==> src/pbpf_defs.vh <==
`ifndef PBPF_DEFS_VH
`define PBPF_DEFS_VH

// register bus
`define PBPF_ADDR_W 32
`define PBPF_DATA_W 16
`define PBPF_OFS_SEL_HIGH 32'h05ff_ffcc
`define PBPF_OFS_SEL_LOW 32'h05ff_ffce
`define PBPF_SEL_HIGH_RST 16'h0000
`define PBPF_SEL_LOW_RST 16'h0000
`define PBPF_RD_IDLE 16'h0000

// mode field layout
`define PBPF_FLD_W 2
`define PBPF_PIN15_POS 14
`define PBPF_PIN14_POS 12
`define PBPF_PIN13_POS 10
`define PBPF_PIN12_POS 8
`define PBPF_PIN11_POS 6
`define PBPF_PIN10_POS 4
`define PBPF_PIN9_POS 2
`define PBPF_PIN8_POS 0
`define PBPF_PIN7_POS 14
`define PBPF_PIN6_POS 12
`define PBPF_PIN5_POS 10
`define PBPF_PIN4_POS 8
`define PBPF_PIN3_POS 6
`define PBPF_PIN2_POS 4
`define PBPF_PIN1_POS 2
`define PBPF_PIN0_POS 0

// mode codes
`define PBPF_MD_GPIO 2'b00
`define PBPF_MD_ALT1 2'b01
`define PBPF_MD_ALT2 2'b10
`define PBPF_MD_TP 2'b11

// level seen by a peripheral whose pin is routed elsewhere, and the synchroniser reset level
`define PBPF_IRQ_IDLE 1'b1
`define PBPF_RXD_IDLE 1'b1
`define PBPF_SCK_IDLE 1'b1
`define PBPF_TCLK_IDLE 1'b0
`define PBPF_TIO_IDLE 1'b0
`define PBPF_SYNC_RST 1'b0

`endif

==> src/pbpf_pin_mux.v <==
// Contract
// - pin 15: gpio, interrupt 7, reserved, pattern bit 15 from high field 15:14
// - pin 14: gpio, interrupt 6, reserved, pattern bit 14 from high field 13:12
// - pin 13: gpio, interrupt 5, serial 1 clock, pattern bit 13
// - pin 12: gpio, interrupt 4, serial 0 clock, pattern bit 12
// - pin 11: gpio, reserved, serial 1 transmit, pattern bit 11
// - pin 10: gpio, reserved, serial 1 receive, pattern bit 10
// - pin 9: gpio, reserved, serial 0 transmit, pattern bit 9
// - pin 8: gpio, reserved, serial 0 receive, pattern bit 8
// - pin 7: gpio, timer clock d, timer 4 compare b, pattern bit 7
// - pin 6: gpio, timer clock c, timer 4 compare a, pattern bit 6
// - pin 5: gpio, reserved, timer 4 capture/compare b, pattern bit 5
// - pin 4: gpio, reserved, timer 4 capture/compare a, pattern bit 4
// - pin 3: gpio, reserved, timer 3 capture/compare b, pattern bit 3
// - pin 2: gpio, reserved, timer 3 capture/compare a, pattern bit 2
// - pin 1: gpio, reserved, timer 2 capture/compare b, pattern bit 1
// - pin 0: gpio, reserved, timer 2 capture/compare a, pattern bit 0
// - all fields reset to zero, so every pin starts as gpio; all readable and writable
//
// The implementer's own choice: the plain strobed port.
`timescale 1ns/10ps
`include "pbpf_defs.vh"

module pbpf_pin_mux
(
   input wire mclk,
   input wire rst,
   input wire [`PBPF_ADDR_W-1:0] bus_addr,
   input wire [`PBPF_DATA_W-1:0] bus_wdata,
   input wire bus_wr,
   input wire bus_rd,
   output wire [`PBPF_DATA_W-1:0] bus_rdata,
   input wire [15:0] pin_in,
   output reg [15:0] pin_out,
   output reg [15:0] pin_oe,
   input wire [15:0] gpio_out,
   input wire [15:0] gpio_oe,
   output wire [15:0] gpio_in,
   input wire [15:0] timing_pattern,
   output wire ext_interrupt_7,
   output wire ext_interrupt_6,
   output wire ext_interrupt_5,
   output wire ext_interrupt_4,
   input wire serial1_clock_out,
   input wire serial1_clock_oe,
   output wire serial1_clock_in,
   input wire serial0_clock_out,
   input wire serial0_clock_oe,
   output wire serial0_clock_in,
   input wire serial1_transmit,
   input wire serial0_transmit,
   output wire serial1_receive,
   output wire serial0_receive,
   output wire timer_ext_clock_d,
   output wire timer_ext_clock_c,
   input wire timer4_compare_out_b,
   input wire timer4_compare_out_a,
   input wire timer4_capcomp_b_out,
   input wire timer4_capcomp_b_oe,
   output wire timer4_capcomp_b_in,
   input wire timer4_capcomp_a_out,
   input wire timer4_capcomp_a_oe,
   output wire timer4_capcomp_a_in,
   input wire timer3_capcomp_b_out,
   input wire timer3_capcomp_b_oe,
   output wire timer3_capcomp_b_in,
   input wire timer3_capcomp_a_out,
   input wire timer3_capcomp_a_oe,
   output wire timer3_capcomp_a_in,
   input wire timer2_capcomp_b_out,
   input wire timer2_capcomp_b_oe,
   output wire timer2_capcomp_b_in,
   input wire timer2_capcomp_a_out,
   input wire timer2_capcomp_a_oe,
   output wire timer2_capcomp_a_in
);

////////////////////////////////////////////////////////////////////////////////
// storage

reg [`PBPF_DATA_W-1:0] sel_high_r;
reg [`PBPF_DATA_W-1:0] sel_low_r;
reg [`PBPF_DATA_W-1:0] rdata_r;
wire [15:0] pin_s;
wire hit_high;
wire hit_low;
integer i;

assign hit_high = (bus_addr == `PBPF_OFS_SEL_HIGH);
assign hit_low = (bus_addr == `PBPF_OFS_SEL_LOW);

////////////////////////////////////////////////////////////////////////////////
// pin input synchronisers
// every pin is synchronised, even in output modes, so gpio reads see the pad

genvar gi;
generate
   for (gi = 0; gi < 16; gi = gi + 1)
   begin : g_sync
      pbpf_sync3 u_sync
      (
         .mclk(mclk),
         .rst(rst),
         .async_in(pin_in[gi]),
         .sync_out(pin_s[gi])
      );
   end
endgenerate

assign gpio_in = pin_s;

////////////////////////////////////////////////////////////////////////////////
// register writes

always @(posedge mclk or posedge rst)
begin
   if (rst)
   begin
      sel_high_r <= `PBPF_SEL_HIGH_RST;
      sel_low_r <= `PBPF_SEL_LOW_RST;
   end
   else if (bus_wr)
   begin
      if (hit_high)
      begin
         sel_high_r <= bus_wdata;
      end
      else if (hit_low)
      begin
         sel_low_r <= bus_wdata;
      end
   end
end

////////////////////////////////////////////////////////////////////////////////
// register reads: data stand only in the cycle after the strobe

always @(posedge mclk or posedge rst)
begin
   if (rst)
   begin
      rdata_r <= `PBPF_RD_IDLE;
   end
   else if (bus_rd)
   begin
      if (hit_high)
      begin
         rdata_r <= sel_high_r;
      end
      else if (hit_low)
      begin
         rdata_r <= sel_low_r;
      end
      else
      begin
         rdata_r <= `PBPF_RD_IDLE;
      end
   end
   else
   begin
      rdata_r <= `PBPF_RD_IDLE;
   end
end

assign bus_rdata = rdata_r;

////////////////////////////////////////////////////////////////////////////////
// per-pin mode fields

wire [1:0] md15 = sel_high_r[`PBPF_PIN15_POS +: `PBPF_FLD_W];
wire [1:0] md14 = sel_high_r[`PBPF_PIN14_POS +: `PBPF_FLD_W];
wire [1:0] md13 = sel_high_r[`PBPF_PIN13_POS +: `PBPF_FLD_W];
wire [1:0] md12 = sel_high_r[`PBPF_PIN12_POS +: `PBPF_FLD_W];
wire [1:0] md11 = sel_high_r[`PBPF_PIN11_POS +: `PBPF_FLD_W];
wire [1:0] md10 = sel_high_r[`PBPF_PIN10_POS +: `PBPF_FLD_W];
wire [1:0] md9 = sel_high_r[`PBPF_PIN9_POS +: `PBPF_FLD_W];
wire [1:0] md8 = sel_high_r[`PBPF_PIN8_POS +: `PBPF_FLD_W];
wire [1:0] md7 = sel_low_r[`PBPF_PIN7_POS +: `PBPF_FLD_W];
wire [1:0] md6 = sel_low_r[`PBPF_PIN6_POS +: `PBPF_FLD_W];
wire [1:0] md5 = sel_low_r[`PBPF_PIN5_POS +: `PBPF_FLD_W];
wire [1:0] md4 = sel_low_r[`PBPF_PIN4_POS +: `PBPF_FLD_W];
wire [1:0] md3 = sel_low_r[`PBPF_PIN3_POS +: `PBPF_FLD_W];
wire [1:0] md2 = sel_low_r[`PBPF_PIN2_POS +: `PBPF_FLD_W];
wire [1:0] md1 = sel_low_r[`PBPF_PIN1_POS +: `PBPF_FLD_W];
wire [1:0] md0 = sel_low_r[`PBPF_PIN0_POS +: `PBPF_FLD_W];

wire [31:0] md_all = {md15, md14, md13, md12, md11, md10, md9, md8,
                      md7, md6, md5, md4, md3, md2, md1, md0};

////////////////////////////////////////////////////////////////////////////////
// pad drive
// combinational from the mode flops, so a write acts on the very next cycle;
// the peripherals' own outputs are assumed to be flops on mclk

always @*
begin
   pin_out = 16'h0000;
   pin_oe = 16'h0000;
   for (i = 0; i < 16; i = i + 1)
   begin
      if (md_all[2*i +: 2] == `PBPF_MD_GPIO)
      begin
         pin_out[i] = gpio_out[i];
         pin_oe[i] = gpio_oe[i];
      end
      else if (md_all[2*i +: 2] == `PBPF_MD_TP)
      begin
         pin_out[i] = timing_pattern[i];
         pin_oe[i] = 1'b1;
      end
   end
   // reserved codes and input-only functions fall through with the pad released
   if (md13 == `PBPF_MD_ALT2)
   begin
      pin_out[13] = serial1_clock_out;
      pin_oe[13] = serial1_clock_oe;
   end
   if (md12 == `PBPF_MD_ALT2)
   begin
      pin_out[12] = serial0_clock_out;
      pin_oe[12] = serial0_clock_oe;
   end
   if (md11 == `PBPF_MD_ALT2)
   begin
      pin_out[11] = serial1_transmit;
      pin_oe[11] = 1'b1;
   end
   if (md9 == `PBPF_MD_ALT2)
   begin
      pin_out[9] = serial0_transmit;
      pin_oe[9] = 1'b1;
   end
   if (md7 == `PBPF_MD_ALT2)
   begin
      pin_out[7] = timer4_compare_out_b;
      pin_oe[7] = 1'b1;
   end
   if (md6 == `PBPF_MD_ALT2)
   begin
      pin_out[6] = timer4_compare_out_a;
      pin_oe[6] = 1'b1;
   end
   if (md5 == `PBPF_MD_ALT2)
   begin
      pin_out[5] = timer4_capcomp_b_out;
      pin_oe[5] = timer4_capcomp_b_oe;
   end
   if (md4 == `PBPF_MD_ALT2)
   begin
      pin_out[4] = timer4_capcomp_a_out;
      pin_oe[4] = timer4_capcomp_a_oe;
   end
   if (md3 == `PBPF_MD_ALT2)
   begin
      pin_out[3] = timer3_capcomp_b_out;
      pin_oe[3] = timer3_capcomp_b_oe;
   end
   if (md2 == `PBPF_MD_ALT2)
   begin
      pin_out[2] = timer3_capcomp_a_out;
      pin_oe[2] = timer3_capcomp_a_oe;
   end
   if (md1 == `PBPF_MD_ALT2)
   begin
      pin_out[1] = timer2_capcomp_b_out;
      pin_oe[1] = timer2_capcomp_b_oe;
   end
   if (md0 == `PBPF_MD_ALT2)
   begin
      pin_out[0] = timer2_capcomp_a_out;
      pin_oe[0] = timer2_capcomp_a_oe;
   end
end

////////////////////////////////////////////////////////////////////////////////
// peripheral inputs
// a deselected peripheral sees its idle level, never the pad, so a pin used
// for gpio cannot raise a stray interrupt or clock a timer

// external interrupts, idle high so no request is seen
assign ext_interrupt_7 = (md15 == `PBPF_MD_ALT1) ? pin_s[15] : `PBPF_IRQ_IDLE;
assign ext_interrupt_6 = (md14 == `PBPF_MD_ALT1) ? pin_s[14] : `PBPF_IRQ_IDLE;
assign ext_interrupt_5 = (md13 == `PBPF_MD_ALT1) ? pin_s[13] : `PBPF_IRQ_IDLE;
assign ext_interrupt_4 = (md12 == `PBPF_MD_ALT1) ? pin_s[12] : `PBPF_IRQ_IDLE;

// serial clocks and receive data; lines idle at mark
assign serial1_clock_in = (md13 == `PBPF_MD_ALT2) ? pin_s[13] : `PBPF_SCK_IDLE;
assign serial0_clock_in = (md12 == `PBPF_MD_ALT2) ? pin_s[12] : `PBPF_SCK_IDLE;
assign serial1_receive = (md10 == `PBPF_MD_ALT2) ? pin_s[10] : `PBPF_RXD_IDLE;
assign serial0_receive = (md8 == `PBPF_MD_ALT2) ? pin_s[8] : `PBPF_RXD_IDLE;

// timer external clocks
assign timer_ext_clock_d = (md7 == `PBPF_MD_ALT1) ? pin_s[7] : `PBPF_TCLK_IDLE;
assign timer_ext_clock_c = (md6 == `PBPF_MD_ALT1) ? pin_s[6] : `PBPF_TCLK_IDLE;

// timer capture inputs; the pad value returns even while the timer drives it
assign timer4_capcomp_b_in = (md5 == `PBPF_MD_ALT2) ? pin_s[5] : `PBPF_TIO_IDLE;
assign timer4_capcomp_a_in = (md4 == `PBPF_MD_ALT2) ? pin_s[4] : `PBPF_TIO_IDLE;
assign timer3_capcomp_b_in = (md3 == `PBPF_MD_ALT2) ? pin_s[3] : `PBPF_TIO_IDLE;
assign timer3_capcomp_a_in = (md2 == `PBPF_MD_ALT2) ? pin_s[2] : `PBPF_TIO_IDLE;
assign timer2_capcomp_b_in = (md1 == `PBPF_MD_ALT2) ? pin_s[1] : `PBPF_TIO_IDLE;
assign timer2_capcomp_a_in = (md0 == `PBPF_MD_ALT2) ? pin_s[0] : `PBPF_TIO_IDLE;

endmodule

==> src/pbpf_sync3.v <==
`timescale 1ns/10ps
`include "pbpf_defs.vh"

module pbpf_sync3
#(
   parameter RST_VAL = `PBPF_SYNC_RST
)
(
   input wire mclk,
   input wire rst,
   input wire async_in,
   output reg sync_out
);

reg s1_r;
reg s2_r;
reg s3_r;

// s1_r feeds s2_r only; the agreement check looks at the settled stages
always @(posedge mclk or posedge rst)
begin
   if (rst)
   begin
      s1_r <= RST_VAL;
      s2_r <= RST_VAL;
      s3_r <= RST_VAL;
      sync_out <= RST_VAL;
   end
   else
   begin
      s1_r <= async_in;
      s2_r <= s1_r;
      s3_r <= s2_r;
      if (s2_r == s3_r)
      begin
         sync_out <= s3_r;
      end
   end
end

endmodule
==> config.mk <==
export PLATFORM = sky130hd
export DESIGN_NAME = pbpf_pin_mux
export DESIGN_NICKNAME = d
export VERILOG_FILES = /design/src/pbpf_pin_mux.v /design/src/pbpf_sync3.v
export VERILOG_INCLUDE_DIRS = /design/src
export SDC_FILE = /design/constraint.sdc
export NUM_CORES = 1
export LEC_CHECK = 0
export BUFFER_PORTS_ARGS = -buffer_cell sky130_fd_sc_hd__buf_2
export CELL_PAD_IN_SITES_DETAIL_PLACEMENT = 1
export CELL_PAD_IN_SITES_GLOBAL_PLACEMENT = 2
export CORE_ASPECT_RATIO = 0.5
export CORE_MARGIN = 3
export CORE_UTILIZATION = 26
export CTS_CLUSTER_SIZE = 16
export DETAILED_ROUTE_END_ITERATION = 6
export PLACE_DENSITY = 0.79
export REMOVE_ABC_BUFFERS = 1
export SYNTH_ARGS = -nofsm -noshare
export SYNTH_HDL_FRONTEND = slang
export SYNTH_SLANG_ARGS = --single-unit
export TNS_END_PERCENT = 50
==> constraint.sdc <==
create_clock -name mclk -period 3.4 [get_ports mclk]
set_clock_uncertainty 0.1 [all_clocks]
set_input_delay 0.34 -clock mclk [delete_from_list [all_inputs] [get_ports mclk]]
set_output_delay 0.34 -clock mclk [all_outputs]
set_load 0.01 [all_outputs]
==> impl_summary.txt, run 1 <==
----------------------------------------------------
[Detailed routing]
  Wl on met1 ... 4870 um
  WL per Instance ... 15.3 um
  Post-detailed-route via-to-cell ratio ... 4.29
  Detailed router's first-iteration violation count ... 121
  Total DRC errors in the routed layout ... 0
  Length of routed met3 wiring ... 462 um
  Via count ... 3428
  Top layer reached by signal wires ... met4
  Post-Route WL ... 12300 um
  Router iterations before antenna repair ... 3
  Post-detailed-route count of antenna-violating nets ... 0
  Met2 layer wire length in the routed design ... 6840 um

[Floorplan]
  Die Wd ... 193 um
  Die Footprint ... 19100 um^2
  Initial Util ... 0.271
  Number of placement rows ... 33
  Number of I/O pins ... 216
  Core area ... 16700 um^2
  Die height ... 99.3 um

[Power]
  Relative contribution of the clock network to total power ... 0.392
  Leakage power summed over all cells ... 3.21 nW
  Sw frac ... 0.228
  Post-route total power ... 0.00270 W
  Part of the power in registers ... 0.520
  Max rail drop VDD ... 0.223 mV
  Cell Int Power ... 0.00208 W
  Share of total power in combinational logic ... 0.088
  Pwr/cell area ... 434 nW/um^2
  Switching power ... 0.000617 W

[Global route]
  All-layer global routing usage ... 0.128
  Vias in the first global route ... 3707
  Pin count of the biggest net entering global routing ... 113
  Initial antenna violation count ... 0
  Total overflow reported by the global router ... 0
  Global-route wire length before repair ... 19200 um

[Critical path]
  Crit path launch type ... flip-flop
  Slowest cell on crit path ... sky130_fd_sc_hd__dfrtp_1
  Start-to-end type of the worst setup path ... flip-flop to output port
  Data arrival, critical path ... 1.52 ns
  Slowest Stage Delay on Critical Path ... 0.49 ns
  List of cells traversed by the critical path ... mux2_2 -> a22o_1 -> buf_2
  Maximum net fanout on the critical path ... 7
  Required time worst endpoint ... 2.96 ns
  Type of element capturing the critical path ... output port

[Layout]
  Highest-count cells in the layout ignoring fill and taps ... sky130_fd_sc_hd__buf_2 (215), sky130_fd_sc_hd__dfrtp_1 (112), sky130_fd_sc_hd__nand2_1 (39)
  Post-layout util ... 0.373
  Area overhead of the layout relative to synthesis ... 37.5%
  Final-layout fill cell count ... 1874
  Count of antenna diodes in the layout ... 0
  Nets ... 704
  Fraction of layout instances using a drive strength above 1 ... 0.454
  Count of placed standard cells in the final layout, fillers left out ... 800
  Commonest non-fill, non-tap cell in the layout ... sky130_fd_sc_hd__buf_2

[Clock network]
  CTS Hold Buffers Added ... 12
  CTS root buffer ... sky130_fd_sc_hd__clkbuf_16
  Clock sinks ... 112
  Clock tree from TritonCTS ... done
  Number of buffers created by CTS ... 9
  CTS HTree Levels ... 3
  Longest Clk Path Bufs ... 2
  Clock transition at the register clock pins on the worst setup and hold paths after CTS ... 0.07 ns
  Resize count post-CTS ... 0
  Number of buffers inserted by post-CTS setup repair ... 0
  Clock latency reported for the late side of the worst-skew pair ... 0.34 ns

[STA]
  Count of final setup violators ... 0
  Share of the clock period used by the worst path after layout ... 0.576
  Highest Clock Rate ... 511 MHz
  Worst-margin pin slew ... 0.777 ns
  Final critical delay including setup and external delays ... 1.96 ns
  Min Hold Slack ... -0.0140 ns
  Aggregate negative setup slack ... 0 ns
  Max Transition Viols Final ... 0
  Worst slew margin relative to its limit ... 0.481
  Hold Vio Cnt, Final ... 4
  Setup repair after global routing missed its margin ... false

[Yosys]
  Unique masters post-synth ... 25
  Count of warnings emitted by yosys ... 0
  Flops & latches, synth ... 112
  Library cell occupying the most area in the post-synthesis netlist ... sky130_fd_sc_hd__dfrtp_1
  Top cell type's share of synthesized area ... 0.620
  Leading cell types by total area after synthesis ... sky130_fd_sc_hd__dfrtp_1 (62%), sky130_fd_sc_hd__mux2i_1 (5.1%), sky130_fd_sc_hd__mux2_1 (5.0%)
  Area of the mapped netlist ... 4520 um^2
  Avg Cell Area, Syn ... 13.1 um^2
  Portion of the post-synthesis area used by sequential elements ... 0.620
  Instance count of the mapped netlist ... 346

[Job]
  Max-cap violations ... 0

[Place]
  Post-placement cell count ... 769
  RePlAce Congestion ... 0.730
  Sum of net half-perimeters after detailed placement ... 9550 um
  Port buffer count ... 215

[Hold path]
  Hold Crit Class ... input port to asynchronous set/reset pin

[Status]
  Failing checks ... hold timing
  Run status ... finished, violations left

----------------------------------------------------
logic make-up (layout without fill, tap and decap cells):
family,after synthesis,in the layout,synth area share
adders and majority gates,16,16,0.0354
and+or+nand+nor,108,108,0.132
muxes,60,60,0.143
DFF,112,112,0.620
buffers and inverters,26,253,0.0368
AOI/OAI and AO/OA,24,24,0.0329
routing by layer:
metal / GRT usage / up-vias
li1: - / 1632
met1: 0.147 / 1722
met2: 0.246 / 66
met3: 0.0268 / 8
met4: 0.0263 / 0
met5: 0 / -
synth_stat cells:
cell and number:
sky130_fd_sc_hd__nand3_1 12, sky130_fd_sc_hd__nand4_4 1, sky130_fd_sc_hd__nor3b_1 2, sky130_fd_sc_hd__buf_2 1, sky130_fd_sc_hd__a22o_1 5, sky130_fd_sc_hd__nand4b_4 1, sky130_fd_sc_hd__a21o_1 4, sky130_fd_sc_hd__maj3_1 16
sky130_fd_sc_hd__inv_1 5, sky130_fd_sc_hd__clkbuf_1 2, sky130_fd_sc_hd__nand4bb_1 3, sky130_fd_sc_hd__mux2i_1 23, sky130_fd_sc_hd__or3b_2 5, sky130_fd_sc_hd__nand3b_1 1, sky130_fd_sc_hd__nand2_1 39, sky130_fd_sc_hd__nor2_1 32
sky130_fd_sc_hd__and3b_1 6, sky130_fd_sc_hd__mux2_1 20, sky130_fd_sc_hd__dfrtp_1 112, sky130_fd_sc_hd__buf_4 18, sky130_fd_sc_hd__nand4b_1 2, sky130_fd_sc_hd__nand4_1 2, sky130_fd_sc_hd__mux2_2 17, sky130_fd_sc_hd__o21ai_0 15
sky130_fd_sc_hd__nor4_4 2
path summary, 6_finish.rpt:
kind,startpoint,to,slack (ns),cells after the start
max,sel_high_r[10],pin_out[13],1.44,3
min in group mclk,pin_in[0],g_sync[0].u_sync.s1_r,0.02,1
max reg2reg,sel_low_r[5],sel_low_r[5],2.39,1
min reg2reg,g_sync[0].u_sync.s1_r,g_sync[0].u_sync.s2_r,0.25,0
min,rst,g_sync[13].u_sync.s3_r,-0.01,3
max in group asynchronous,rst,g_sync[5].u_sync.sync_out,2.70,3
area by class of cell:
class | count | area (um^2) | share of cell area
Clock buffer | 9 | 225 | 0.0362
Clock inverter | 7 | 78.8 | 0.0127
Inverter | 5 | 21.3 | 0.00342
Multi-Input combinational cell | 208 | 1550 | 0.250
Sequential cell | 112 | 2800 | 0.451
Tap cell | 227 | 284 | 0.0457
Timing Repair Buffer | 232 | 1250 | 0.202
critical path, delay by kind of cell, from the launching register on:
kind | cells | cell delay (ns)
buffers and inverters | 1 | 0.15
muxes | 1 | 0.37
DFF | 1 | 0.49
AOI/OAI and AO/OA | 1 | 0.17
through the flow:
step	worst slack (ns)	instance area (um^2)
6_report	1.44	6220
5_1_grt	1.27	6220
4_1_cts	1.40	6190
3_5_place_dp	1.06	5760
3_3_place_gp	1.13	5760
2_1_floorplan	0.000995	4370
power groups by stage:
stage / logic, W / registers (W) / clock network (W)
finish: 0.000238 / 0.00141 / 0.00106
floorplan: 0.0000767 / 0.00144 / 0
global placement: 0.000225 / 0.00143 / 0
detailed placement: 0.000231 / 0.00143 / 0
CTS: 0.000243 / 0.00141 / 0.00111
global route: 0.000266 / 0.00141 / 0.00117
state kept, by name, indices dropped and copies added (netlist names):
| signal | flops |
|---|---|
| g_sync.u_sync.s1_r | 16 |
| g_sync.u_sync.sync_out | 16 |
| bus_rdata | 16 |
| g_sync.u_sync.s2_r | 16 |
| g_sync.u_sync.s3_r | 16 |
| sel_low_r | 16 |
| sel_high_r | 16 |
No activity file was read; power rests on OpenSTA's default activity.
==> run 2: changes to the inputs <==
- clock period: 3.4 -> 1.7 ns (I/O delays scaled with it)
==> run 2 against run 1 <==
The run ends with setup timing left. Routed wire length is 6.2% higher. Sequential share of layout area is 2.7 points lower. Final area is 6.7% higher. Via count is 4.2% higher. Clock-buffer cell count stayed put. Sequential power is 99% higher. Critical endpoint unchanged. Worst setup slack worse by 1.5 ns. Global-route usage is 1.0 points higher.
==> impl_summary.txt, run 2 (synthesis results as in run 1) <==
----------------------------------------------------
[Floorplan]
  Core area ... 16700 um^2 (unchanged)
  Die Footprint ... 19100 um^2 (unchanged)
  Die Wd ... 193 um (unchanged)
  Die height ... 99.3 um (unchanged)
  Number of placement rows ... 33 (unchanged)
  Initial Util ... 0.271 (unchanged)
  Number of I/O pins ... 216 (unchanged)

[STA]
  Highest Clock Rate ... 584 MHz
  Hold Vio Cnt, Final ... 0 (-4)
  Setup repair after global routing missed its margin ... true
  Worst-margin pin slew ... 0.338 ns (-0.439 ns)
  Aggregate negative setup slack ... -0.0122 ns (-0.0122 ns)
  Max Transition Viols Final ... 0 (unchanged)
  Share of the clock period used by the worst path after layout ... 1.01
  Worst Slack Setup Final ... -0.0122 ns (-1.46 ns)
  Final critical delay including setup and external delays ... 1.71 ns
  Worst slew margin relative to its limit ... 0.775 (+0.294)
  Min Hold Slack ... 0.180 ns (+0.194 ns)
  Count of final setup violators ... 1 (+1)

[Hold path]
  Worst Hold Launch ... bus_rd
  Hold Crit Class ... input port to flip-flop
  Cell count of the worst hold path ... 4
  Endpoint of the worst hold-timing path ... bus_rdata[1]

[Clock network]
  Clock tree from TritonCTS ... done
  Clock sinks ... 112 (unchanged)
  Clock latency reported for the late side of the worst-skew pair ... 0.35 ns (about the same)
  Number of buffers created by CTS ... 9 (unchanged)
  CTS HTree Levels ... 3 (unchanged)
  Longest Clk Path Bufs ... 2 (unchanged)
  Clock transition at the register clock pins on the worst setup and hold paths after CTS ... 0.07 ns (about the same)
  CTS root buffer ... sky130_fd_sc_hd__clkbuf_16

[Global route]
  Global-route wire length before repair ... 20700 um (+7.4%)
  Total overflow reported by the global router ... 0 (unchanged)
  Initial antenna violation count ... 0 (unchanged)
  Pin count of the biggest net entering global routing ... 54 (-52%)
  All-layer global routing usage ... 0.138 (+0.0102)
  Vias in the first global route ... 3994 (+7.7%)

[Power]
  Max rail drop VDD ... 0.391 mV (+75%)
  Leakage power summed over all cells ... 3.42 nW (+6.5%)
  Pwr/cell area ... 833 nW/um^2 (+92%)

[Place]
  Sum of net half-perimeters after detailed placement ... 10100 um (+5.5%)
  RePlAce Congestion ... 0.751 (+2.9%)
  Post-placement cell count ... 781 (+1.6%)
  Port buffer count ... 215 (unchanged)

[Layout]
  Commonest non-fill, non-tap cell in the layout ... sky130_fd_sc_hd__buf_2
  Nets ... 740 (+5.1%)
  Highest-count cells in the layout ignoring fill and taps ... sky130_fd_sc_hd__buf_2 (211), sky130_fd_sc_hd__dfrtp_1 (104), sky130_fd_sc_hd__nand2_1 (39)
  Count of placed standard cells in the final layout, fillers left out ... 836 (+4.5%)
  Fraction of layout instances using a drive strength above 1 ... 0.470 (+0.0159)
  Count of antenna diodes in the layout ... 0 (unchanged)
  Area overhead of the layout relative to synthesis ... 46.7%

[Critical path]
  Worst Reg-to-Reg Cells ... 2 (+1)
  Maximum net fanout on the critical path ... 6 (-1)
  Worst r2r src ... sel_high_r[8]
  Data arrival, critical path ... 1.44 ns (-0.08 ns)
  Crit path launch type ... flip-flop
  Required time worst endpoint ... 1.43 ns (-1.53 ns)
  Type of element capturing the critical path ... output port
  Endpoint of the lowest-slack register-to-register path ... sel_high_r[8]
  Worst R2R Setup Slack ... 0.62 ns (-1.77 ns)
  Start-to-end type of the worst setup path ... flip-flop to output port

[Job]
  Max-cap violations ... 0 (unchanged)

[Detailed routing]
  Post-Route WL ... 13000 um (+6.2%)
  Post-detailed-route via-to-cell ratio ... 4.27 (-0.26%)
  Detailed router's first-iteration violation count ... 156 (+29%)
  Post-detailed-route count of antenna-violating nets ... 0 (unchanged)
  Total DRC errors in the routed layout ... 0 (unchanged)
  Via count ... 3573 (+4.2%)
  WL per Instance ... 15.6 um (+1.6%)
  Router iterations before antenna repair ... 4 (+1)

[Status]
  Failing checks ... setup timing
  Run status ... finished, violations left

----------------------------------------------------
-- run 2: final cells by class --
class                           instances  area [um^2]
Fill cell                            1843        10000
Sequential cell                       112         2810
Timing Repair Buffer                  268         1630
Multi-Input combinational cell        208         1570
Tap cell                              227          284
Clock buffer                            9          225
Clock inverter                          7         86.3
Inverter                                5         21.3
-- run 2: metal layers --
metal | track usage | vias up | routed length, um
met3 | 0.0299 | 11 | 445
met2 | 0.262 | 66 | 7090
met4 | 0.0280 | 0 | 96
met5 | 0 | - | 0
met1 | 0.160 | 1794 | 5400
li1 | - | 1702 | -
-- run 2: worst max path at each step --
stage / endpoint / startpoint / depth (start not counted)
floorplan: bus_rdata[0] / rst / 1
finish: pin_out[13] / sel_high_r[10] / 3
CTS: pin_out[13] / sel_high_r[10] / 3
detailed placement: sel_high_r[9] / bus_addr[28] / 7
global route: pin_out[13] / sel_high_r[10] / 3
global placement: sel_high_r[0] / bus_addr[30] / 7
-- run 2: power breakdown --
part / switching, W / total [W] / leakage, nW / internal [W]
sequential: 0.0000559 / 0.00281 / 1.40 / 0.00276
clock: 0.00101 / 0.00218 / 0.150 / 0.00118
combinational: 0.000237 / 0.000527 / 1.87 / 0.000289
-- run 2: critical path: stages, from the launching register on --
cell and delay, ns:
sky130_fd_sc_hd__dfrtp_2 0.46, sky130_fd_sc_hd__mux2_4 0.31, sky130_fd_sc_hd__a22o_1 0.19, sky130_fd_sc_hd__buf_6 0.13
-- run 2: per-stage QoR --
stage               setup slack (ns)  utilization  power (W)  cell area, um^2
global placement              -0.166        0.353    0.00332             5890
CTS                          -0.0342        0.395    0.00562             6590
global route                 -0.0738        0.398    0.00581             6630
floorplan                      -1.53            -    0.00302             4370
detailed placement            -0.176        0.353    0.00334             5890
finish                       -0.0122        0.398    0.00552             6630
-- run 2: what timing repair did --
item,in CTS,in global routing
endpoints found under the hold margin,160,0
pin swaps,1,0
hold buffers,33,0
buffers inserted,4,2
gates resized for setup,10,9
endpoints found under the setup margin,8,10
==> run 3: changes to the inputs <==
- PLACE_DENSITY: 0.79 -> unset
- PLACE_DENSITY_LB_ADDON: unset -> 0.2
==> run 3 against run 2 <==
The run now ends clean. Clock-buffer cell count is 1 higher. Non-clock buffer count decreased by 1. Routed wire length down 5.1%. Register-to-register slack is essentially flat. Critical path depth stayed put. Clock power is 3% lower.
==> impl_summary.txt, run 3 (synthesis results as in run 1) <==
----------------------------------------------------
[Floorplan]
  Number of I/O pins ... 216 (unchanged)
  Die height ... 99.3 um (unchanged)
  Die Wd ... 193 um (unchanged)
  Die Footprint ... 19100 um^2 (unchanged)
  Core area ... 16700 um^2 (unchanged)
  Number of placement rows ... 33 (unchanged)
  Initial Util ... 0.271 (unchanged)

[Place]
  Placed Instance Area ... 5900 um^2 (+0.21%)
  Sum of net half-perimeters after detailed placement ... 9610 um (-4.6%)
  RePlAce Congestion ... 0.645 (-14%)
  Port buffer count ... 215 (unchanged)
  Worst slack after detailed placement ... -0.131 ns (+0.0445 ns)

[Power]
  Switching power ... 0.00132 W (+1.8%)
  Share of total power in combinational logic ... 0.095 (about the same)
  Sw frac ... 0.243 (+0.00783)
  Max rail drop VDD ... 0.428 mV (+9.4%)
  Relative contribution of the clock network to total power ... 0.389 (-0.006)
  Post-route total power ... 0.00544 W (-1.4%)
  Pwr/cell area ... 822 nW/um^2 (-1.2%)
  Part of the power in registers ... 0.516 (+0.007)
  Leakage power summed over all cells ... 3.41 nW (-0.20%)
  Cell Int Power ... 0.00412 W (-2.4%)

[Critical path]
  Buf+Inv Stages, Crit Path ... 1 (unchanged)
  Maximum net fanout on the critical path ... 4 (-2)
  Slowest cell on crit path ... sky130_fd_sc_hd__dfrtp_1
  Crit path launch type ... flip-flop
  Worst r2r src ... sel_high_r[9]
  List of cells traversed by the critical path ... mux2_4 -> a22o_1 -> buf_2
  Required time worst endpoint ... 1.43 ns (about the same)
  Start-to-end type of the worst setup path ... flip-flop to output port
  Startpoint of the most critical setup path ... sel_high_r[8]
  Worst R2R Setup Slack ... 0.61 ns (about the same)
  Slowest Stage Delay on Critical Path ... 0.43 ns (-0.03 ns)
  Dominant delay contributor by cell family on the critical path ... flip-flops
  Worst Reg-to-Reg Cells ... 2 (unchanged)
  Endpoint of the lowest-slack register-to-register path ... sel_high_r[9]
  Type of element capturing the critical path ... output port
  Data arrival, critical path ... 1.41 ns (-0.03 ns)

[Detailed routing]
  Post-detailed-route via-to-cell ratio ... 4.29 (+0.37%)
  Via count ... 3582 (+0.25%)
  WL per Instance ... 14.8 um (-5.0%)
  Detailed router's first-iteration violation count ... 110 (-29%)
  Total DRC errors in the routed layout ... 0 (unchanged)
  Router iterations before antenna repair ... 3 (-1)
  Post-Route WL ... 12400 um (-5.1%)
  Post-detailed-route count of antenna-violating nets ... 0 (unchanged)

[STA]
  Count of final setup violators ... 0 (-1)
  Share of the clock period used by the worst path after layout ... 0.988 (-0.0192)
  Aggregate negative setup slack ... 0 ns (+0.0122 ns)
  Worst slew margin relative to its limit ... 0.809 (+0.0345)
  Worst Slack Setup Final ... 0.0203 ns (+0.0326 ns)
  Setup repair after global routing missed its margin ... true
  Max Transition Viols Final ... 0 (unchanged)
  Final critical delay including setup and external delays ... 1.68 ns (-0.0326 ns)
  Highest Clock Rate ... 595 MHz (+1.9%)
  Worst-margin pin slew ... 0.286 ns (-0.0518 ns)
  Hold Vio Cnt, Final ... 0 (unchanged)
  Min Hold Slack ... 0.148 ns (-0.0321 ns)

[Layout]
  Sequential standard cell area ... 2810 um^2 (about the same)
  Post-route standard cell area excluding fillers ... 6620 um^2 (-0.19%)
  Commonest non-fill, non-tap cell in the layout ... sky130_fd_sc_hd__buf_2
  Multi-input logic area ... 1580 um^2 (+0.32%)
  Count of antenna diodes in the layout ... 0 (unchanged)
  Final-layout fill cell count ... 1865 (+1.2%)
  Area overhead of the layout relative to synthesis ... 46.4%
  Nets ... 739 (-0.14%)
  Fraction of layout instances using a drive strength above 1 ... 0.470 (+0.000772)
  Highest-count cells in the layout ignoring fill and taps ... sky130_fd_sc_hd__buf_2 (213), sky130_fd_sc_hd__dfrtp_1 (105), sky130_fd_sc_hd__nand2_1 (39)

[Hold path]
  Endpoint of the worst hold-timing path ... bus_rdata[6]
  Worst Hold Launch ... bus_addr[1]
  Cell count of the worst hold path ... 3 (-1)
  Hold Crit Class ... input port to flip-flop

[Clock network]
  Clock sinks ... 112 (unchanged)
  Clock transition at the register clock pins on the worst setup and hold paths after CTS ... 0.08 ns (about the same)
  CTS HTree Levels ... 3 (unchanged)
  CTS root buffer ... sky130_fd_sc_hd__clkbuf_16
  Clock tree from TritonCTS ... done
  Longest Clk Path Bufs ... 2 (unchanged)
  Number of buffers created by CTS ... 9 (unchanged)
  Clock latency reported for the late side of the worst-skew pair ... 0.35 ns (about the same)

[Global route]
  All-layer global routing usage ... 0.131 (-0.00729)
  Pin count of the biggest net entering global routing ... 53 (-1.9%)
  Total overflow reported by the global router ... 0 (unchanged)
  Global-route wire length before repair ... 19600 um (-5.2%)
  Initial antenna violation count ... 1 (+1)
  Vias in the first global route ... 3778 (-5.4%)

[Status]
  Run status ... complete, no violations

[Job]
  Max-cap violations ... 0 (unchanged)

----------------------------------------------------
==> run 3: changes by cell type in the layout (fill, tap and decap cells not counted), sizes merged <==
cell    previous run  this run
buf              235       234
bufinv             1         0
clkbuf             9        10
clkinv             1         3
inv                9         7
==> run 3: what timing repair did <==
item / in CTS / in global routing
endpoints found under the setup margin: 8 / 10
pin swaps: 0 / 1
hold buffers: 33 / 0
gates resized for setup: 9 / 8
buffers inserted: 3 / 2
hold endpoints to repair: 159 / 0
==> run 3: metal layers <==
| metal | global-route usage | share of wire | vias up |
|---|---|---|---|
| met5 | 0 | 0.0011 | - |
| met1 | 0.161 | 0.43 | 1786 |
| met4 | 0.0336 | 0.0096 | 2 |
| met3 | 0.0331 | 0.054 | 13 |
| met2 | 0.231 | 0.51 | 84 |
| li1 | - | - | 1697 |
==> run 3: final cells by class <==
type,count,share of cell area
flip-flops and latches,112,0.425
repair buffers,267,0.245
clock inverters,6,0.00964
clock buffers,10,0.0361
multi-input cells,208,0.238
well taps,227,0.0429
inverters,5,0.00321
==> run 3: worst max-delay path by stage <==
stage	depth (start not counted)	slack, ns	to
4_1_cts	3	-0.009	pin_out[0]
6_report	3	0.02	pin_out[12]
3_3_place_gp	7	-0.15	sel_low_r[10]
2_1_floorplan	1	-1.53	bus_rdata[0]
3_5_place_dp	7	-0.13	sel_low_r[6]
5_1_grt	3	-0.04	pin_out[12]
==> run 3: worst register-to-register path, stage by stage (launching register included) <==
cell and delay (ns):
sky130_fd_sc_hd__dfrtp_2 0.43, sky130_fd_sc_hd__buf_4 0.17, sky130_fd_sc_hd__mux2_1 0.28
==> run 3: power by group through the flow <==
stage | sequential, W | clock (W) | combinational, W
3_3_place_gp | 0.00286 | 0 | 0.000460
3_5_place_dp | 0.00286 | 0 | 0.000468
2_1_floorplan | 0.00287 | 0 | 0.000153
5_1_grt | 0.00282 | 0.00231 | 0.000578
6_report | 0.00281 | 0.00212 | 0.000518
4_1_cts | 0.00281 | 0.00220 | 0.000534
==> run 3: stage by stage <==
step                      instances  utilization
final                           835        0.397
after global routing            835        0.397
after CTS                       833        0.394
after detailed placement        781        0.354
after global placement          781        0.354
after floorplan                 325            -
